$ cat src/dss_regs.svh
`ifndef DSS_REGS_SVH
`define DSS_REGS_SVH

// second sense byte positions
`define DSS_SB2_INIT_STATE    0
`define DSS_SB2_READY_TRANS   1
`define DSS_SB2_TABLE_MOD     5
`define DSS_SB2_IN_PROTECT    6
`define DSS_SB2_RSVD_MASK     8'h1c
// third sense byte positions
`define DSS_SB3_SPIN_ERR      0
`define DSS_SB3_OSC_TRACK     1
`define DSS_SB3_GUARD_BAND    2
`define DSS_SB3_OUTER_STOP    3
`define DSS_SB3_PARK_LOCK     4
`define DSS_SB3_RSVD_MASK     8'he0
// self test result positions
`define DSS_DIAG_RAM          0
`define DSS_DIAG_PROM1        1
`define DSS_DIAG_PROM2        2
`define DSS_DIAG_RSVD_MASK    8'hf8
// table modification attribute
`define DSS_TABLE_MOD_ATTR    8'h0e
`define DSS_TABLE_MOD_BIT     4
// reset values
`define DSS_SB2_RESET         8'h00
`define DSS_SB3_RESET         8'h00
`define DSS_DIAG_RESET        8'h00
// timing
`define DSS_CLK_HZ            50000000
`define DSS_CLK_NS            20
`define DSS_SPIN_TIMEOUT_S    15
`define DSS_SPIN_CYCLES       (`DSS_SPIN_TIMEOUT_S * `DSS_CLK_HZ)
`define DSS_INDEX_WIDTH_NS    2500
`define DSS_INDEX_CYCLES      ((`DSS_INDEX_WIDTH_NS + `DSS_CLK_NS - 1) / `DSS_CLK_NS)

`endif

$ cat src/dss_pkg.sv
package dss_pkg;

   // one-cycle command strobes from the command decoder
   typedef struct packed {
      logic clear_attention;
      logic clear_fault;
      logic rezero;
      logic seek;
      logic seek_outer_stop;
      logic read_permit;
      logic write_permit;
      logic selective_reset;
      logic write_ctl_disable;
      logic write_ctl_enable;
      logic report_sense2;
      logic report_sense3;
      logic report_diag;
   } dss_cmd_t;

   typedef enum logic [1:0] {
      DSS_SPIN_IDLE = 2'b00,
      DSS_SPIN_UP   = 2'b01,
      DSS_SPIN_DOWN = 2'b10
   } dss_spin_state_t;

   typedef enum logic {
      DSS_RZ_IDLE = 1'b0,
      DSS_RZ_RUN  = 1'b1
   } dss_rezero_state_t;

endpackage

$ cat src/dss_status.sv
// Summary of operation
// - initial-state flag set when initialize ends; clear attention clears; raises attention
// - ready-transition flag set on any not-ready change; cleared by clear attention
// - table-modified flag set when attribute 0E bit 4 rises; raises attention
// - protected flag set when write disabled or heads in protected zone
// - protect switch sets flag after next seek/rezero/permit/reset; inhibits writes at once
// - protected flag clears only outside zones when write control enables writing
// - reserved bits of all three status bytes always read zero
// - third byte and self-test byte returned only for their own report commands
// - spin error after 15 s without speed change; raises attention; clear fault clears
// - oscillator or off-track write sets flag, not ready, attention; rezero clears
// - heads outside data area sets guard flag, not ready, attention; rezero clears
// - guard error starts automatic rezero, busy held for its whole duration
// - seek to outer stop sets outer-stop flag and not ready
// - park-lock flag follows engaged positioner lock on fitted drives
// - memory self-test failures flagged permanently and keep drive not ready
// - strobe rising edge with direction active captures own select line; acknowledge when selected
// - strobe edge with direction active and no line asserted deselects every drive; a poll keeps selection
// - command errors and other events set attention at once, before acknowledge
// - clear attention releases attention; clear fault releases it only while no fault persists
// - poll: strobe with direction inactive puts attention on own line, ack if selected
// - one index per revolution, equal sectors, none at index, gated by selection
// - general status bit 5 is the OR of the second sense byte
// - first sense byte bit 6 is the OR of the third sense byte
// - first sense byte bit 7 is the OR of the self-test result byte
`timescale 1ns/1ps
`include "dss_regs.svh"

module dss_status #(
   parameter int MY_LINE       = 0,
   parameter bit HAS_PARK_LOCK = 1'b1,
   parameter int SPIN_CYCLES   = `DSS_SPIN_CYCLES,
   parameter int SECTORS       = 32,
   parameter int SECTOR_CYCLES = 26000,
   parameter int PULSE_CYCLES  = `DSS_INDEX_CYCLES
) (
   input  wire logic            mclk,
   input  wire logic            rst,
   input  wire dss_pkg::dss_cmd_t cmd,
   input  wire logic            init_done,
   input  wire logic            not_ready_in,
   input  wire logic            table_mod_bit,
   input  wire logic            protect_switch,
   input  wire logic            heads_in_protected,
   input  wire logic            spin_up_start,
   input  wire logic            spin_down_start,
   input  wire logic            at_speed,
   input  wire logic            spun_down,
   input  wire logic            servo_phase_lock_oscillator_fault,
   input  wire logic            write_gate,
   input  wire logic            off_track,
   input  wire logic            heads_outside_data,
   input  wire logic            rezero_active,
   input  wire logic            outer_stop_active,
   input  wire logic            rezero_done,
   input  wire logic            park_lock_engaged,
   input  wire logic            ram_fail,
   input  wire logic            prom1_fail,
   input  wire logic            prom2_fail,
   input  wire logic            cmd_param_error,
   input  wire logic            op_complete,
   input  wire logic            other_error,
   input  wire logic            fault_persists,
   input  wire logic            attn_enable,
   input  wire logic            busy_in,
   input  wire logic            strobe,
   input  wire logic            bus_dir_out,
   input  wire logic [7:0]      bus_line_in,
   output logic                 bus_line_out,
   output logic                 bus_line_oe,
   output logic                 bus_ack,
   output logic                 busy,
   output logic                 attention,
   output logic                 not_ready,
   output logic                 write_inhibit,
   output logic                 auto_rezero_start,
   output logic                 index_pulse,
   output logic                 sector_pulse,
   output logic                 gs_sense2_any,
   output logic                 sb1_sense3_any,
   output logic                 sb1_diag_any,
   output logic [7:0]           resp_data,
   output logic                 resp_valid
);

   logic [7:0]  sb2_reg, sb2_next;
   logic [7:0]  sb3_reg, sb3_next;
   logic [7:0]  diag_reg, diag_next;
   logic        nr_next;
   logic        wr_disabled_reg;
   logic        protect_pending_reg;
   logic        table_mod_d_reg;
   logic        attn_latch_reg, attn_next, attn_set;
   logic        selected_reg, sel_next;
   logic        strobe_d_reg, strobe_rise;
   logic        polling_reg;
   logic [29:0] spin_cnt_reg;
   logic [15:0] sect_cnt_reg;
   logic [7:0]  sect_num_reg;
   logic        guard_cond;
   dss_pkg::dss_spin_state_t   spin_state_reg;
   dss_pkg::dss_rezero_state_t rz_state_reg;

   localparam logic [29:0] SPIN_LAST = 30'(SPIN_CYCLES - 1);
   localparam logic [15:0] SECT_LAST = 16'(SECTOR_CYCLES - 1);
   localparam logic [15:0] PULSE_W   = 16'(PULSE_CYCLES);
   localparam logic [7:0]  SECT_MAX  = 8'(SECTORS - 1);

   // guard band is legal only while the heads are being sent to a stop
   assign guard_cond = heads_outside_data & ~rezero_active & ~outer_stop_active
                       & (rz_state_reg == dss_pkg::DSS_RZ_IDLE);

   // next value of the status bytes; every set wins over a clear in the same cycle
   always_comb begin
      sb2_next  = sb2_reg;
      sb3_next  = sb3_reg;
      diag_next = diag_reg;
      if (cmd.clear_attention) begin
         sb2_next[`DSS_SB2_INIT_STATE]  = 1'b0;
         sb2_next[`DSS_SB2_READY_TRANS] = 1'b0;
         sb2_next[`DSS_SB2_TABLE_MOD]   = 1'b0;
      end
      if (init_done)
         sb2_next[`DSS_SB2_INIT_STATE] = 1'b1;
      if (table_mod_bit & ~table_mod_d_reg)
         sb2_next[`DSS_SB2_TABLE_MOD] = 1'b1;
      // protected area flag: clear only on an enabling write control outside zones
      if (cmd.write_ctl_enable & ~heads_in_protected)
         sb2_next[`DSS_SB2_IN_PROTECT] = 1'b0;
      // the enabling command ends the disabled state in its own cycle
      if (cmd.write_ctl_disable | (wr_disabled_reg & ~cmd.write_ctl_enable))
         sb2_next[`DSS_SB2_IN_PROTECT] = 1'b1;
      if (heads_in_protected & ~wr_disabled_reg & ~cmd.write_ctl_disable)
         sb2_next[`DSS_SB2_IN_PROTECT] = 1'b1;
      if (protect_pending_reg)
         sb2_next[`DSS_SB2_IN_PROTECT] = 1'b1;
      // third byte: fault clears first, then the sets
      if (cmd.clear_fault)
         sb3_next[`DSS_SB3_SPIN_ERR] = 1'b0;
      if (cmd.rezero) begin
         sb3_next[`DSS_SB3_OSC_TRACK]  = 1'b0;
         sb3_next[`DSS_SB3_GUARD_BAND] = 1'b0;
         sb3_next[`DSS_SB3_OUTER_STOP] = 1'b0;
      end
      if (spin_state_reg != dss_pkg::DSS_SPIN_IDLE && spin_cnt_reg == SPIN_LAST)
         sb3_next[`DSS_SB3_SPIN_ERR] = 1'b1;
      if (servo_phase_lock_oscillator_fault | (write_gate & off_track))
         sb3_next[`DSS_SB3_OSC_TRACK] = 1'b1;
      if (guard_cond)
         sb3_next[`DSS_SB3_GUARD_BAND] = 1'b1;
      if (cmd.seek_outer_stop)
         sb3_next[`DSS_SB3_OUTER_STOP] = 1'b1;
      sb3_next[`DSS_SB3_PARK_LOCK] = HAS_PARK_LOCK & park_lock_engaged;
      // self-test failures are sticky; only power-up reset removes them
      diag_next[`DSS_DIAG_RAM]   = diag_reg[`DSS_DIAG_RAM] | ram_fail;
      diag_next[`DSS_DIAG_PROM1] = diag_reg[`DSS_DIAG_PROM1] | prom1_fail;
      diag_next[`DSS_DIAG_PROM2] = diag_reg[`DSS_DIAG_PROM2] | prom2_fail;
      // not ready change is seen against the value about to be stored
      nr_next = not_ready_in | (|diag_next) | sb3_next[`DSS_SB3_OSC_TRACK]
                | sb3_next[`DSS_SB3_GUARD_BAND] | sb3_next[`DSS_SB3_OUTER_STOP];
      if (nr_next != not_ready)
         sb2_next[`DSS_SB2_READY_TRANS] = 1'b1;
      sb2_next  = sb2_next & ~`DSS_SB2_RSVD_MASK;
      sb2_next[7] = 1'b0;
      sb3_next  = sb3_next & ~`DSS_SB3_RSVD_MASK;
      diag_next = diag_next & ~`DSS_DIAG_RSVD_MASK;
   end

   // status byte storage
   always_ff @(posedge mclk) begin
      if (rst) begin
         sb2_reg   <= `DSS_SB2_RESET;
         sb3_reg   <= `DSS_SB3_RESET;
         diag_reg  <= `DSS_DIAG_RESET;
         not_ready <= 1'b0;
      end else begin
         sb2_reg   <= sb2_next;
         sb3_reg   <= sb3_next;
         diag_reg  <= diag_next;
         not_ready <= nr_next;
      end
   end

   // write protection state; the switch blocks writing without waiting
   always_ff @(posedge mclk) begin
      if (rst) begin
         wr_disabled_reg     <= 1'b0;
         protect_pending_reg <= 1'b0;
         write_inhibit       <= 1'b0;
         table_mod_d_reg     <= 1'b0;
      end else begin
         if (cmd.write_ctl_disable)
            wr_disabled_reg <= 1'b1;
         else if (cmd.write_ctl_enable)
            wr_disabled_reg <= 1'b0;
         protect_pending_reg <= protect_switch & (cmd.seek | cmd.rezero | cmd.read_permit
                                | cmd.write_permit | cmd.selective_reset);
         write_inhibit   <= protect_switch | wr_disabled_reg | cmd.write_ctl_disable;
         table_mod_d_reg <= table_mod_bit;
      end
   end

   // spin supervision; timer restarts on every new spin request
   always_ff @(posedge mclk) begin
      if (rst) begin
         spin_state_reg <= dss_pkg::DSS_SPIN_IDLE;
         spin_cnt_reg   <= 30'h0000_0000;
      end else if (spin_up_start) begin
         spin_state_reg <= dss_pkg::DSS_SPIN_UP;
         spin_cnt_reg   <= 30'h0000_0000;
      end else if (spin_down_start) begin
         spin_state_reg <= dss_pkg::DSS_SPIN_DOWN;
         spin_cnt_reg   <= 30'h0000_0000;
      end else begin
         case (spin_state_reg)
            dss_pkg::DSS_SPIN_UP, dss_pkg::DSS_SPIN_DOWN: begin
               if ((spin_state_reg == dss_pkg::DSS_SPIN_UP && at_speed)
                   || (spin_state_reg == dss_pkg::DSS_SPIN_DOWN && spun_down)
                   || spin_cnt_reg == SPIN_LAST)
                  spin_state_reg <= dss_pkg::DSS_SPIN_IDLE;
               spin_cnt_reg <= spin_cnt_reg + 30'h0000_0001;
            end
            default: begin
               spin_state_reg <= dss_pkg::DSS_SPIN_IDLE;
               spin_cnt_reg   <= 30'h0000_0000;
            end
         endcase
      end
   end

   // automatic rezero after a guard band error, busy for its duration
   always_ff @(posedge mclk) begin
      if (rst) begin
         rz_state_reg      <= dss_pkg::DSS_RZ_IDLE;
         auto_rezero_start <= 1'b0;
         busy              <= 1'b0;
      end else begin
         auto_rezero_start <= 1'b0;
         case (rz_state_reg)
            dss_pkg::DSS_RZ_IDLE: begin
               if (guard_cond) begin
                  rz_state_reg      <= dss_pkg::DSS_RZ_RUN;
                  auto_rezero_start <= 1'b1;
               end
            end
            dss_pkg::DSS_RZ_RUN: begin
               if (rezero_done)
                  rz_state_reg <= dss_pkg::DSS_RZ_IDLE;
            end
            default: rz_state_reg <= dss_pkg::DSS_RZ_IDLE;
         endcase
         busy <= busy_in | guard_cond | (rz_state_reg == dss_pkg::DSS_RZ_RUN
                 && !rezero_done);
      end
   end

   // attention latch; a raising event in a clear cycle keeps it set
   always_comb begin
      attn_set = (|(sb2_next & ~sb2_reg & 8'h23))
                 | (|(sb3_next & ~sb3_reg & 8'h07))
                 | cmd_param_error | op_complete | other_error;
      attn_next = attn_latch_reg;
      if (cmd.clear_attention || (cmd.clear_fault && !fault_persists))
         attn_next = 1'b0;
      if (attn_set)
         attn_next = 1'b1;
   end

   always_ff @(posedge mclk) begin
      if (rst) begin
         attn_latch_reg <= 1'b0;
         attention      <= 1'b0;
      end else begin
         attn_latch_reg <= attn_next;
         attention      <= attn_next & attn_enable;
      end
   end

   // selection and attention poll on the strobe's rising edge
   assign strobe_rise = strobe & ~strobe_d_reg;
   assign sel_next    = (strobe_rise & bus_dir_out) ? bus_line_in[MY_LINE] : selected_reg;

   always_ff @(posedge mclk) begin
      if (rst) begin
         strobe_d_reg <= 1'b0;
         selected_reg <= 1'b0;
         polling_reg  <= 1'b0;
         bus_ack      <= 1'b0;
         bus_line_out <= 1'b0;
         bus_line_oe  <= 1'b0;
      end else begin
         strobe_d_reg <= strobe;
         selected_reg <= sel_next;
         if (strobe_rise)
            polling_reg <= ~bus_dir_out;
         else if (!strobe)
            polling_reg <= 1'b0;
         // ack held while strobe high so the controller sees it on the falling edge
         bus_ack      <= strobe & sel_next;
         bus_line_out <= attn_next;
         bus_line_oe  <= strobe & ((strobe_rise & ~bus_dir_out) | polling_reg);
      end
   end

   // revolution timing; sector zero's pulse is the index, so no sector pulse there
   always_ff @(posedge mclk) begin
      if (rst) begin
         sect_cnt_reg <= 16'h0000;
         sect_num_reg <= 8'h00;
         index_pulse  <= 1'b0;
         sector_pulse <= 1'b0;
      end else begin
         if (sect_cnt_reg == SECT_LAST) begin
            sect_cnt_reg <= 16'h0000;
            sect_num_reg <= (sect_num_reg == SECT_MAX) ? 8'h00 : sect_num_reg + 8'h01;
         end else begin
            sect_cnt_reg <= sect_cnt_reg + 16'h0001;
         end
         index_pulse  <= selected_reg & (sect_num_reg == 8'h00)
                         & (sect_cnt_reg < PULSE_W);
         sector_pulse <= selected_reg & (sect_num_reg != 8'h00)
                         & (sect_cnt_reg < PULSE_W);
      end
   end

   // summary bits and report answers
   always_ff @(posedge mclk) begin
      if (rst) begin
         gs_sense2_any  <= 1'b0;
         sb1_sense3_any <= 1'b0;
         sb1_diag_any   <= 1'b0;
         resp_data      <= 8'h00;
         resp_valid     <= 1'b0;
      end else begin
         gs_sense2_any  <= |sb2_next;
         sb1_sense3_any <= |sb3_next;
         sb1_diag_any   <= |diag_next;
         resp_valid     <= cmd.report_sense2 | cmd.report_sense3 | cmd.report_diag;
         if (cmd.report_sense3)
            resp_data <= sb3_reg;
         else if (cmd.report_diag)
            resp_data <= diag_reg;
         else if (cmd.report_sense2)
            resp_data <= sb2_reg;
      end
   end

   property p_init_state;
      @(posedge mclk) disable iff (rst) init_done |=> sb2_reg[`DSS_SB2_INIT_STATE];
   endproperty
   a_init_state: assert property (p_init_state) else $error("initial state not set");
   property p_ready_trans;
      @(posedge mclk) disable iff (rst) $changed(not_ready) |-> sb2_reg[`DSS_SB2_READY_TRANS];
   endproperty
   a_ready_trans: assert property (p_ready_trans) else $error("ready change lost");
   property p_reserved;
      @(posedge mclk) disable iff (rst)
         ((sb2_reg & `DSS_SB2_RSVD_MASK) == 8'h00) && ((sb3_reg & `DSS_SB3_RSVD_MASK) == 8'h00)
         && ((diag_reg & `DSS_DIAG_RSVD_MASK) == 8'h00);
   endproperty
   a_reserved: assert property (p_reserved) else $error("reserved bit set");
   property p_report3;
      @(posedge mclk) disable iff (rst)
         cmd.report_sense3 |=> resp_valid && resp_data == $past(sb3_reg);
   endproperty
   a_report3: assert property (p_report3) else $error("third byte answer wrong");
   property p_spin_attn;
      @(posedge mclk) disable iff (rst) $rose(sb3_reg[`DSS_SB3_SPIN_ERR]) |-> attn_latch_reg;
   endproperty
   a_spin_attn: assert property (p_spin_attn) else $error("spin error no attention");
   property p_guard_busy;
      @(posedge mclk) disable iff (rst)
         $rose(sb3_reg[`DSS_SB3_GUARD_BAND]) |-> busy && auto_rezero_start;
   endproperty
   a_guard_busy: assert property (p_guard_busy) else $error("rezero not started");
   // busy must cover the whole automatic rezero, however long it runs
   property p_rezero_busy;
      @(posedge mclk) disable iff (rst)
         (rz_state_reg == dss_pkg::DSS_RZ_RUN) && !rezero_done |=> busy;
   endproperty
   a_rezero_busy: assert property (p_rezero_busy) else $error("busy dropped in rezero");
   property p_diag_nr;
      @(posedge mclk) disable iff (rst) (|diag_reg) |-> not_ready && sb1_diag_any;
   endproperty
   a_diag_nr: assert property (p_diag_nr) else $error("failed self test but ready");
   property p_deselect;
      @(posedge mclk) disable iff (rst)
         strobe_rise && bus_dir_out && bus_line_in == 8'h00 |=> !selected_reg ##1 !index_pulse;
   endproperty
   a_deselect: assert property (p_deselect) else $error("still selected");
   property p_poll;
      @(posedge mclk) disable iff (rst)
         strobe_rise && !bus_dir_out |=> bus_line_oe && bus_line_out == $past(attn_next);
   endproperty
   a_poll: assert property (p_poll) else $error("poll not answered");
   property p_index_gate;
      @(posedge mclk) disable iff (rst) (index_pulse || sector_pulse) |-> $past(selected_reg);
   endproperty
   a_index_gate: assert property (p_index_gate) else $error("pulse while deselected");
   property p_clear_attn;
      @(posedge mclk) disable iff (rst)
         cmd.clear_attention && !attn_set |=> !attn_latch_reg ##0 !attention;
   endproperty
   a_clear_attn: assert property (p_clear_attn) else $error("attention not released");

endmodule

$ cat config.mk
export PLATFORM = sky130hd
export DESIGN_NAME = dss_status
export DESIGN_NICKNAME = d
export VERILOG_FILES = /design/src/dss_pkg.sv /design/src/dss_status.sv
export VERILOG_INCLUDE_DIRS = /design/src
export SDC_FILE = /design/constraint.sdc
export NUM_CORES = 1
export LEC_CHECK = 0
export BUFFER_PORTS_ARGS = -buffer_cell sky130_fd_sc_hd__buf_2
export CELL_PAD_IN_SITES_DETAIL_PLACEMENT = 0
export CELL_PAD_IN_SITES_GLOBAL_PLACEMENT = 1
export CORE_ASPECT_RATIO = 0.75
export CORE_UTILIZATION = 40
export CTS_CLUSTER_DIAMETER = 120
export DETAILED_ROUTE_END_ITERATION = 10
export GPL_ROUTABILITY_DRIVEN = 0
export GPL_TIMING_DRIVEN = 0
export PLACE_DENSITY_LB_ADDON = 0.1
export REMOVE_ABC_BUFFERS = 1
export SLEW_MARGIN = 20
export SYNTH_ARGS = -nofsm -noshare
export SYNTH_HDL_FRONTEND = slang
export SYNTH_SLANG_ARGS = --single-unit
$ cat constraint.sdc
create_clock -name mclk -period 2.35 [get_ports mclk]
set_input_delay 0.1175 -clock mclk [delete_from_list [all_inputs] [get_ports mclk]]
set_output_delay 0.1175 -clock mclk [all_outputs]
set_load 0.01 [all_outputs]
# == Word-level counts from Yosys, hierarchy flattened ==
# Cells that the tools add are included.
# word_totals
register_bits,102
latchBits,0
mem_bits_rw,0
mem_bits_ro,0
input_bits,51
output_inout_bits,22
n_memories,0
# op_classes
n_addsub,3
multipliers,0
div_mod_pow,0
n_lt_le_gt_ge,1
n_eq_ne,9
shift,0
n_mux,33
n_bitwise,59
n_reduce_logical,26
# op_table
operator,n
$mux 8,4
$add 30x1->30 const B,1
$eq 30x30->1 const B,1
$or 1x1->1,24
$mux 1,23
$and 1x1->1,20
$add 16x1->16 const B,1
$eq 16x15->1 const B,1
$lt 16x7->1 const B,1
$not 1->1,11
$reduce_or 3->1,3
$add 8x1->8 const B,1
$eq 8x5->1 const B,1
$logic_not 8->1,1
$mux 2,4
$reduce_bool 8->1,1
$reduce_or 2->1,4
$reduce_or 4->1,2
$reduce_or 8->1,1
$and 6x6->6,1
$not 6->6,1
$logic_and 1x1->1,5
$reduce_or 5->1,1
$ne 4x4->1 const B,1
other kinds (13),17

# == Logic depth before layout (Yosys ltp) ==
# Gate-level depths: netlist (run 1).
# logic_depth
ltp_word,17
depth_mapped,7
ltp_nobuf,7

# == Worst setup path before layout (run 1) ==
# OpenSTA, ideal clock, no wires.
# synth_timing
path_type,register to register
startpoint,reg spin_cnt_reg[10]
endpoint,reg spin_cnt_reg[29]
setup_ns,0.070
arrival_time_ns,1.876
t_required_ns,2.280
setup_slack_ns,0.404
path_stages_with_launch,7
path_cell_list,dfxtp_1 nand3_2 or3_1 buf_6 or3_4 or4_1 a21oi_1
# synth_via
elab_chain_cells,1
# synth_rtl
item,line_no,source
from (decl),dss_status.sv:97,logic [29:0] spin_cnt_reg;
from (signal assigned),dss_status.sv:221,spin_cnt_reg <= spin_cnt_reg + 30'h0000_0001;
$add 30x1->30,dss_status.sv:221,
# Every way passes these cells.
# A chain may end at the register's enable or synchronous reset.

# == Worst setup path in the final report (run 1) ==
# layout_timing
startpoint,reg spin_cnt_reg[2]
endpoint,reg spin_cnt_reg[29]
# Same word-level chain as after synthesis.

==> run_results.csv, run 1 <==
group,metric,value,unit
status,status,"finished, final reports clean",
routing,post_drt_via_cell_ratio,4.99,
cells_and_area,fin_util,49.7,%
logic_synthesis,ys_ff_latch,96,
routing,ant_nets,0,
clocking,cts_tree,"yes",
routing,drtIter0Drc,172,
setup_path,rr_worst_depth,5,
logic_synthesis,ys_warn_count,0,
logic_synthesis,syn_inst,473,
setup_path,worst_path_largest_cell_delay,480,ps
timing,finalHoldViolCount,0,
worst_hold_path,min_path_cells,3,
cells_and_area,diodes,0,
placed_design,dp_hpwl,6040,um
setup_path,worstSetupPathType,"flop to flop",
grt,grt_overflow,0,
routing,drt-total-wl,8670,um
setup_path,worstPathArrival,2410,ps
flow_run,cap_violations,0,
setup_path,r2r_end,"spin_cnt_reg[29]$_SDFF_PP0_",
power,p_leak,1.83,nW
cells_and_area,drive_above_1_share,16.9,%
timing,rsz0062_at_grt,"no",
worst_hold_path,min_to,"sb3_reg[3]$_SDFF_PP0_",
timing,slew_violations,0,
worst_hold_path,hp-class,"primary input to flop",
cells_and_area,largest_reg_flops,30,
timing,period_needed,2160,ps
logic_synthesis,synth-seq-area-share,46.9,%
setup_path,cp-end-kind,"flop",
clocking,htree_levels,3,
logic_synthesis,netlist_area,4100,um2
floorplanning,coreArea,9810,um2
setup_path,slowest_stage,"or3b_4",
timing,worst_pin_slew,839,ps
floorplanning,die_width,119,um
cells_and_area,area_growth,19.0,%
logic_synthesis,synth_flop_cell,"dfxtp_1",
setup_path,reg2reg_setup_slack,190,ps
clocking,cts_sinks,96,
logic_synthesis,netlist_top_cells_area,"dfxtp_1, nor2_1, xnor2_1, xor2_1, a21oi_1",
setup_path,path_cells,"and4_1 -> or3b_4 -> or3_4 -> or4_1 -> a21oi_1",
cells_and_area,fillerInstances,975,
clocking,clk_pin_slew,60,ps
placed_design,io_buffers,64,
routing,wire_per_inst,12.9,um
power,power,3.39,mW
floorplanning,io_pins,73,
routing,drc_errors,0,
cells_and_area,fin_nets,593,
grt,groute.usage.overall,17.4,%
setup_path,crit_buf_inv,0,
floorplanning,start_util,41.8,%
routing,drtPass1Iterations,4,
worst_hold_path,min-delay-start,"cmd[8]",
routing,vias,3345,
clocking,clk_path_buf_depth,2,
floorplanning,fp-row-count,31,
clocking,numCtsBuffers,9,
clocking,cts_root_buffer,"clkbuf_16",
setup_path,worstPathRequired,2610,ps
floorplanning,die_area,10700,um2
logic_synthesis,ys_types,48,
clocking,clkLatencyLatePin,340,ps
logic_synthesis,syn_avg_cell_area,8.67,um2
setup_path,cp-start-kind,"flop",
power,ir_drop,0.427,mV
grt,grt_start_max_net_pins,47,
setup_path,reg2reg_from,"spin_cnt_reg[2]$_SDFF_PP0_",
logic_synthesis,yosysTopAreaCell,"dfxtp_1",
grt,grt_pass1_wl,14500,um
floorplanning,die_h,89.7,um
grt,antenna_found_initial,0,
grt,first_global_vias,3079,
timing,skew,4.81,ps
logic_synthesis,synthArstFlopShare,0,%
timing,setup_violations,0,
setup_path,critical_path.top_delay_family,"simple AND/OR/NAND/NOR gates",
power,power.density,695,nW/um2
logic_synthesis,yosys.area.top_type_share,46.9,%
timing,max_slew_margin,44.0,%
timing,period_share,91.7,%
logic_synthesis,synth_edf_count,0,
timing,clock.fmax,464,MHz
setup_path,crit_fanout,12,
==> per-stage QoR <==
| stage | TNS (ps) | instances | instance area [um2] | hold slack [ps] | setup slack, ps |
|---|---|---|---|---|---|
| detailed placement | 0 | 651 | 4520 | 327 | 45.8 |
| global placement | -13470 | 650 | 4500 | 322 | -637 |
| global route | 0 | 670 | 4880 | 24.0 | 70.2 |
| floorplan | -1430 | 454 | 4010 | 187 | -83.1 |
| finish | 0 | 670 | 4880 | 13.1 | 195 |
| CTS | 0 | 670 | 4860 | 1.02 | 38.6 |
==> synthesized netlist by cell type (all sizes together), types with 3 or more instances <==
master and n:
nand3 22, nand2 27, buf 7, xnor2 27
nand4 11, nor3b 3, nand2b 6, nor2b 9
a211oi 3, mux2i 8, a31oi 3, or4 4
nor3 21, clkbuf 12, ha 8, xor2 15
and3 6, inv 23, dfxtp 96, or3 8
o21ai 10, and2 3, nor4 15, nor2 78
a21oi 22, nor4b 7
==> layer usage <==
metal / GRT usage [%] / up-vias / wire length, um
met5: 0 / - / 0
met4: 5.87 / 0 / 106
met3: 4.80 / 9 / 306
met2: 27.6 / 53 / 3740
met1: 23.1 / 1535 / 4520
li1: - / 1748 / -
==> power by group <==
group          internal (mW)  switching, mW
Combinational         0.0870          0.109
Sequential              1.67         0.0251
Clock                  0.902          0.595
==> area by class of cell <==
class / count / area (um2) / area share, %
multi-input combinational: 335 / 2030 / 41.6
sequential: 96 / 1920 / 39.4
timing repair buffer: 69 / 365 / 7.49
clock buffer: 12 / 267 / 5.47
tap: 132 / 165 / 3.39
inverter: 23 / 86.3 / 1.77
clock inverter: 3 / 40.0 / 0.821
==> kinds of logic after synthesis <==
kind of cell               after synthesis  share of synthesized area [%]
and+or+nand+nor                        228                           28.6
DFF                                     96                           46.9
AOI/OAI and AO/OA                       48                           6.90
xor gates and xnor gates                42                           8.97
buffers and inverters                   42                           4.18
adders and majority gates                8                           2.44
muxes                                    8                           1.95
other                                    1                         0.0915
==> worst max-delay path by stage <==
stage | from | to | slack [ps] | cells past startpoint
after global placement | sect_cnt_reg[10]$_SDFF_PP0_ | sect_cnt_reg[12]$_SDFF_PP0_ | -640 | 4
after detailed placement | spin_cnt_reg[2]$_SDFF_PP0_ | spin_cnt_reg[29]$_SDFF_PP0_ | 50 | 5
after CTS | spin_cnt_reg[2]$_SDFF_PP0_ | spin_cnt_reg[29]$_SDFF_PP0_ | 40 | 5
after floorplan | sect_cnt_reg[6]$_SDFF_PP0_ | sect_cnt_reg[10]$_SDFF_PP0_ | -80 | 4
final | spin_cnt_reg[2]$_SDFF_PP0_ | spin_cnt_reg[29]$_SDFF_PP0_ | 190 | 5
after global routing | spin_cnt_reg[0]$_SDFF_PP0_ | spin_cnt_reg[26]$_SDFF_PP0_ | 70 | 6
==> worst min-delay path, stage by stage <==
cell and delay, ps:
buf_2 90, a21oi_1 40, nor2_1 70
==> cell usage in the layout, fill, tap and decap left out, types with 3 or more instances in the layout <==
cell	instances
nand3_1	20
mux2i_1	8
clkbuf_16	9
nor2_1	78
dfxtp_1	96
nor3b_1	3
a211oi_1	3
a31oi_1	3
ha_1	8
a21oi_1	22
nand2b_1	6
o21ai_0	10
xnor2_1	27
and3_1	6
or4_1	4
nor2b_1	9
xor2_1	15
and2_1	3
nand2_1	27
nor3_1	21
nor4_1	13
or3_1	6
nor4b_1	7
nand4_1	10
clkbuf_8	3
buf_2	65
inv_1	23
dlygate4sd3_1	4
==> what timing repair did <==
| item | 4_1_cts | 5_1_grt |
|---|---|---|
| gates resized for setup | 0 | 3 |
| setup buffers | 0 | 0 |
| hold endpoints to repair | 4 | 0 |
| setup endpoints to repair | 0 | 2 |
| hold buffers | 4 | 0 |
Power figures use the tool's default switching activity.
==> run 2, diff against run 1 <==
SETUP_SLACK_MARGIN = 0.2   (was unset)
SKIP_LAST_GASP = 1   (was unset)
clock period = 2.44 ns   (was 2.35 ns; I/O delays follow)
==> run 2 against run 1 <==
  * Setup slack improved by 130 ps
  * Sequential share of layout area decreased by 0.081 points
  * Register-to-register slack improved by 130 ps
  * Utilization increased by 0.10 points
  * Critical endpoint unchanged
==> run_results.csv, run 2 (synthesis gave the netlist of run 1 again) <==
group,metric,value,unit
routing,drtPass1Iterations,4,
setup_path,worstSetupPathType,"flop to flop",
timing,fin_hold_ws,14.5,ps
grt,grt_start_max_net_pins,47,
clocking,htree_levels,3,
cells_and_area,drive_above_1_share,17.4,%
timing,rsz0062_at_grt,"no",
cells_and_area,stdcell_count,671,
cells_and_area,diodes,0,
grt,groute.usage.overall,17.4,%
timing,skew,4.67,ps
routing,post_drt_via_cell_ratio,4.97,
cells_and_area,layout_common_cells,"dfxtp_1, nor2_1, buf_2",
timing,clock.fmax,474,MHz
timing,period_needed,2110,ps
power,p_int,2.56,mW
cells_and_area,fin_util,49.8,%
setup_path,crit_path_end,"spin_cnt_reg[29]$_SDFF_PP0_",
setup_path,rr_worst_depth,5,
setup_path,worstPathRequired,2700,ps
floorplanning,start_util,41.8,%
setup_path,r2r_end,"spin_cnt_reg[29]$_SDFF_PP0_",
setup_path,crit_start,"spin_cnt_reg[14]$_SDFF_PP0_",
worst_hold_path,hp-class,"primary input to flop",
placed_design,dp_hpwl,6040,um
cells_and_area,area_growth,19.2,%
setup_path,cp-end-kind,"flop",
floorplanning,die_area,10700,um2
power,p_sw_share,21.5,%
grt,grt_pass1_wl,14500,um
grt,antenna_found_initial,0,
routing,vias,3338,
timing,period_share,86.5,%
cells_and_area,fillerInstances,972,
power,p_clk_share,44.2,%
grt,grt_overflow,0,
timing,worst_pin_slew,838,ps
power,p_seq_share,50.0,%
placed_design,place_area,4520,um2
clocking,cts_sinks,96,
floorplanning,io_pins,73,
timing,max_slew_margin,44.2,%
placed_design,dp_slack,136,ps
setup_path,reg2reg_from,"spin_cnt_reg[14]$_SDFF_PP0_",
placed_design,dp.cells,651,
grt,first_global_vias,3068,
routing,drtIter0Drc,177,
clocking,clk_path_buf_depth,2,
clocking,clk_pin_slew,60,ps
cells_and_area,final_area,4890,um2
power,share_comb_of_total_power,5.7,%
setup_path,cp-start-kind,"flop",
setup_path,crit_fanout,10,
setup_path,worstPathArrival,2370,ps
cells_and_area,fin_nets,594,
timing,layout_setup_ws,328,ps
cells_and_area,final_common_cell,"dfxtp_1",
timing,finalHoldViolCount,0,
timing,setup_violations,0,
floorplanning,die_width,119,um
status,status,"finished, final reports clean",
placed_design,io_buffers,64,
clocking,cts_root_buffer,"clkbuf_16",
power,p_leak,1.84,nW
power,p_switching,701,uW
floorplanning,fp-row-count,31,
power,power.density,667,nW/um2
routing,drt-total-wl,8680,um
routing,ant_nets,0,
floorplanning,die_h,89.7,um
cells_and_area,largest_reg_flops,30,
timing,slew_violations,0,
setup_path,reg2reg_setup_slack,330,ps
flow_run,cap_violations,0,
clocking,clkLatencyLatePin,340,ps
clocking,numCtsBuffers,9,
floorplanning,coreArea,9810,um2
routing,drc_errors,0,
routing,wire_per_inst,12.9,um
clocking,cts_tree,"yes",
power,ir_drop,0.411,mV
==> run 2: timing repair <==
| action | in CTS | in global routing |
|---|---|---|
| setup buffers | 0 | 2 |
| endpoints found under the hold margin | 3 | 0 |
| pin swaps | 0 | 1 |
| hold buffers | 3 | 0 |
| setup endpoints to repair | 1 | 8 |
| resized for setup | 2 | 2 |
==> run 2: worst max-delay path: stages (launching register included) <==
cell     delay [ps]
dfxtp_1         430
and3_1          250
nand4_2         280
or3_4           450
or4_1           470
a21oi_1         140
==> run 2: per-layer routing <==
metal  up-vias  track usage, %  wire length, um
met1      1530            23.1             4530
met4         0            5.87              106
met3         9            4.86              303
met5         -               0                0
met2        51            27.4             3740
li1       1748               -                -
==> run 2: through the flow <==
step	total power [mW]	setup TNS, ps
floorplan	1.75	0
global placement	1.85	-11400
detailed placement	1.85	0
CTS	3.31	0
global route	3.39	0
finish	3.26	0
==> run 2: layout make-up <==
class	count	area [um2]	area share, %
multi-input cells	335	2040	41.7
flip-flops and latches	96	1920	39.3
repair buffers	70	370	7.58
clock buffers	12	267	5.45
well taps	132	165	3.38
inverters	23	86.3	1.77
clock inverters	3	40.0	0.819
==> run 2: how the worst min path moves through the flow <==
stage,depth (start not counted),from,to
6_report,3,attn_enable,attention$_SDFF_PP0_
3_5_place_dp,2,spin_up_start,spin_state_reg[1]$_SDFFE_PP0P_
5_1_grt,3,attn_enable,attention$_SDFF_PP0_
2_1_floorplan,1,rst,bus_line_out$_SDFF_PP0_
3_3_place_gp,2,spin_up_start,spin_state_reg[1]$_SDFFE_PP0P_
4_1_cts,3,attn_enable,attention$_SDFF_PP0_
==> run 2: power groups by stage <==
stage | Clock, mW | Sequential (mW) | Combinational [mW]
2_1_floorplan | 0 | 1.67 | 0.0828
4_1_cts | 1.49 | 1.63 | 0.188
6_report | 1.44 | 1.63 | 0.187
5_1_grt | 1.55 | 1.64 | 0.213
3_3_place_gp | 0 | 1.67 | 0.181
3_5_place_dp | 0 | 1.67 | 0.184
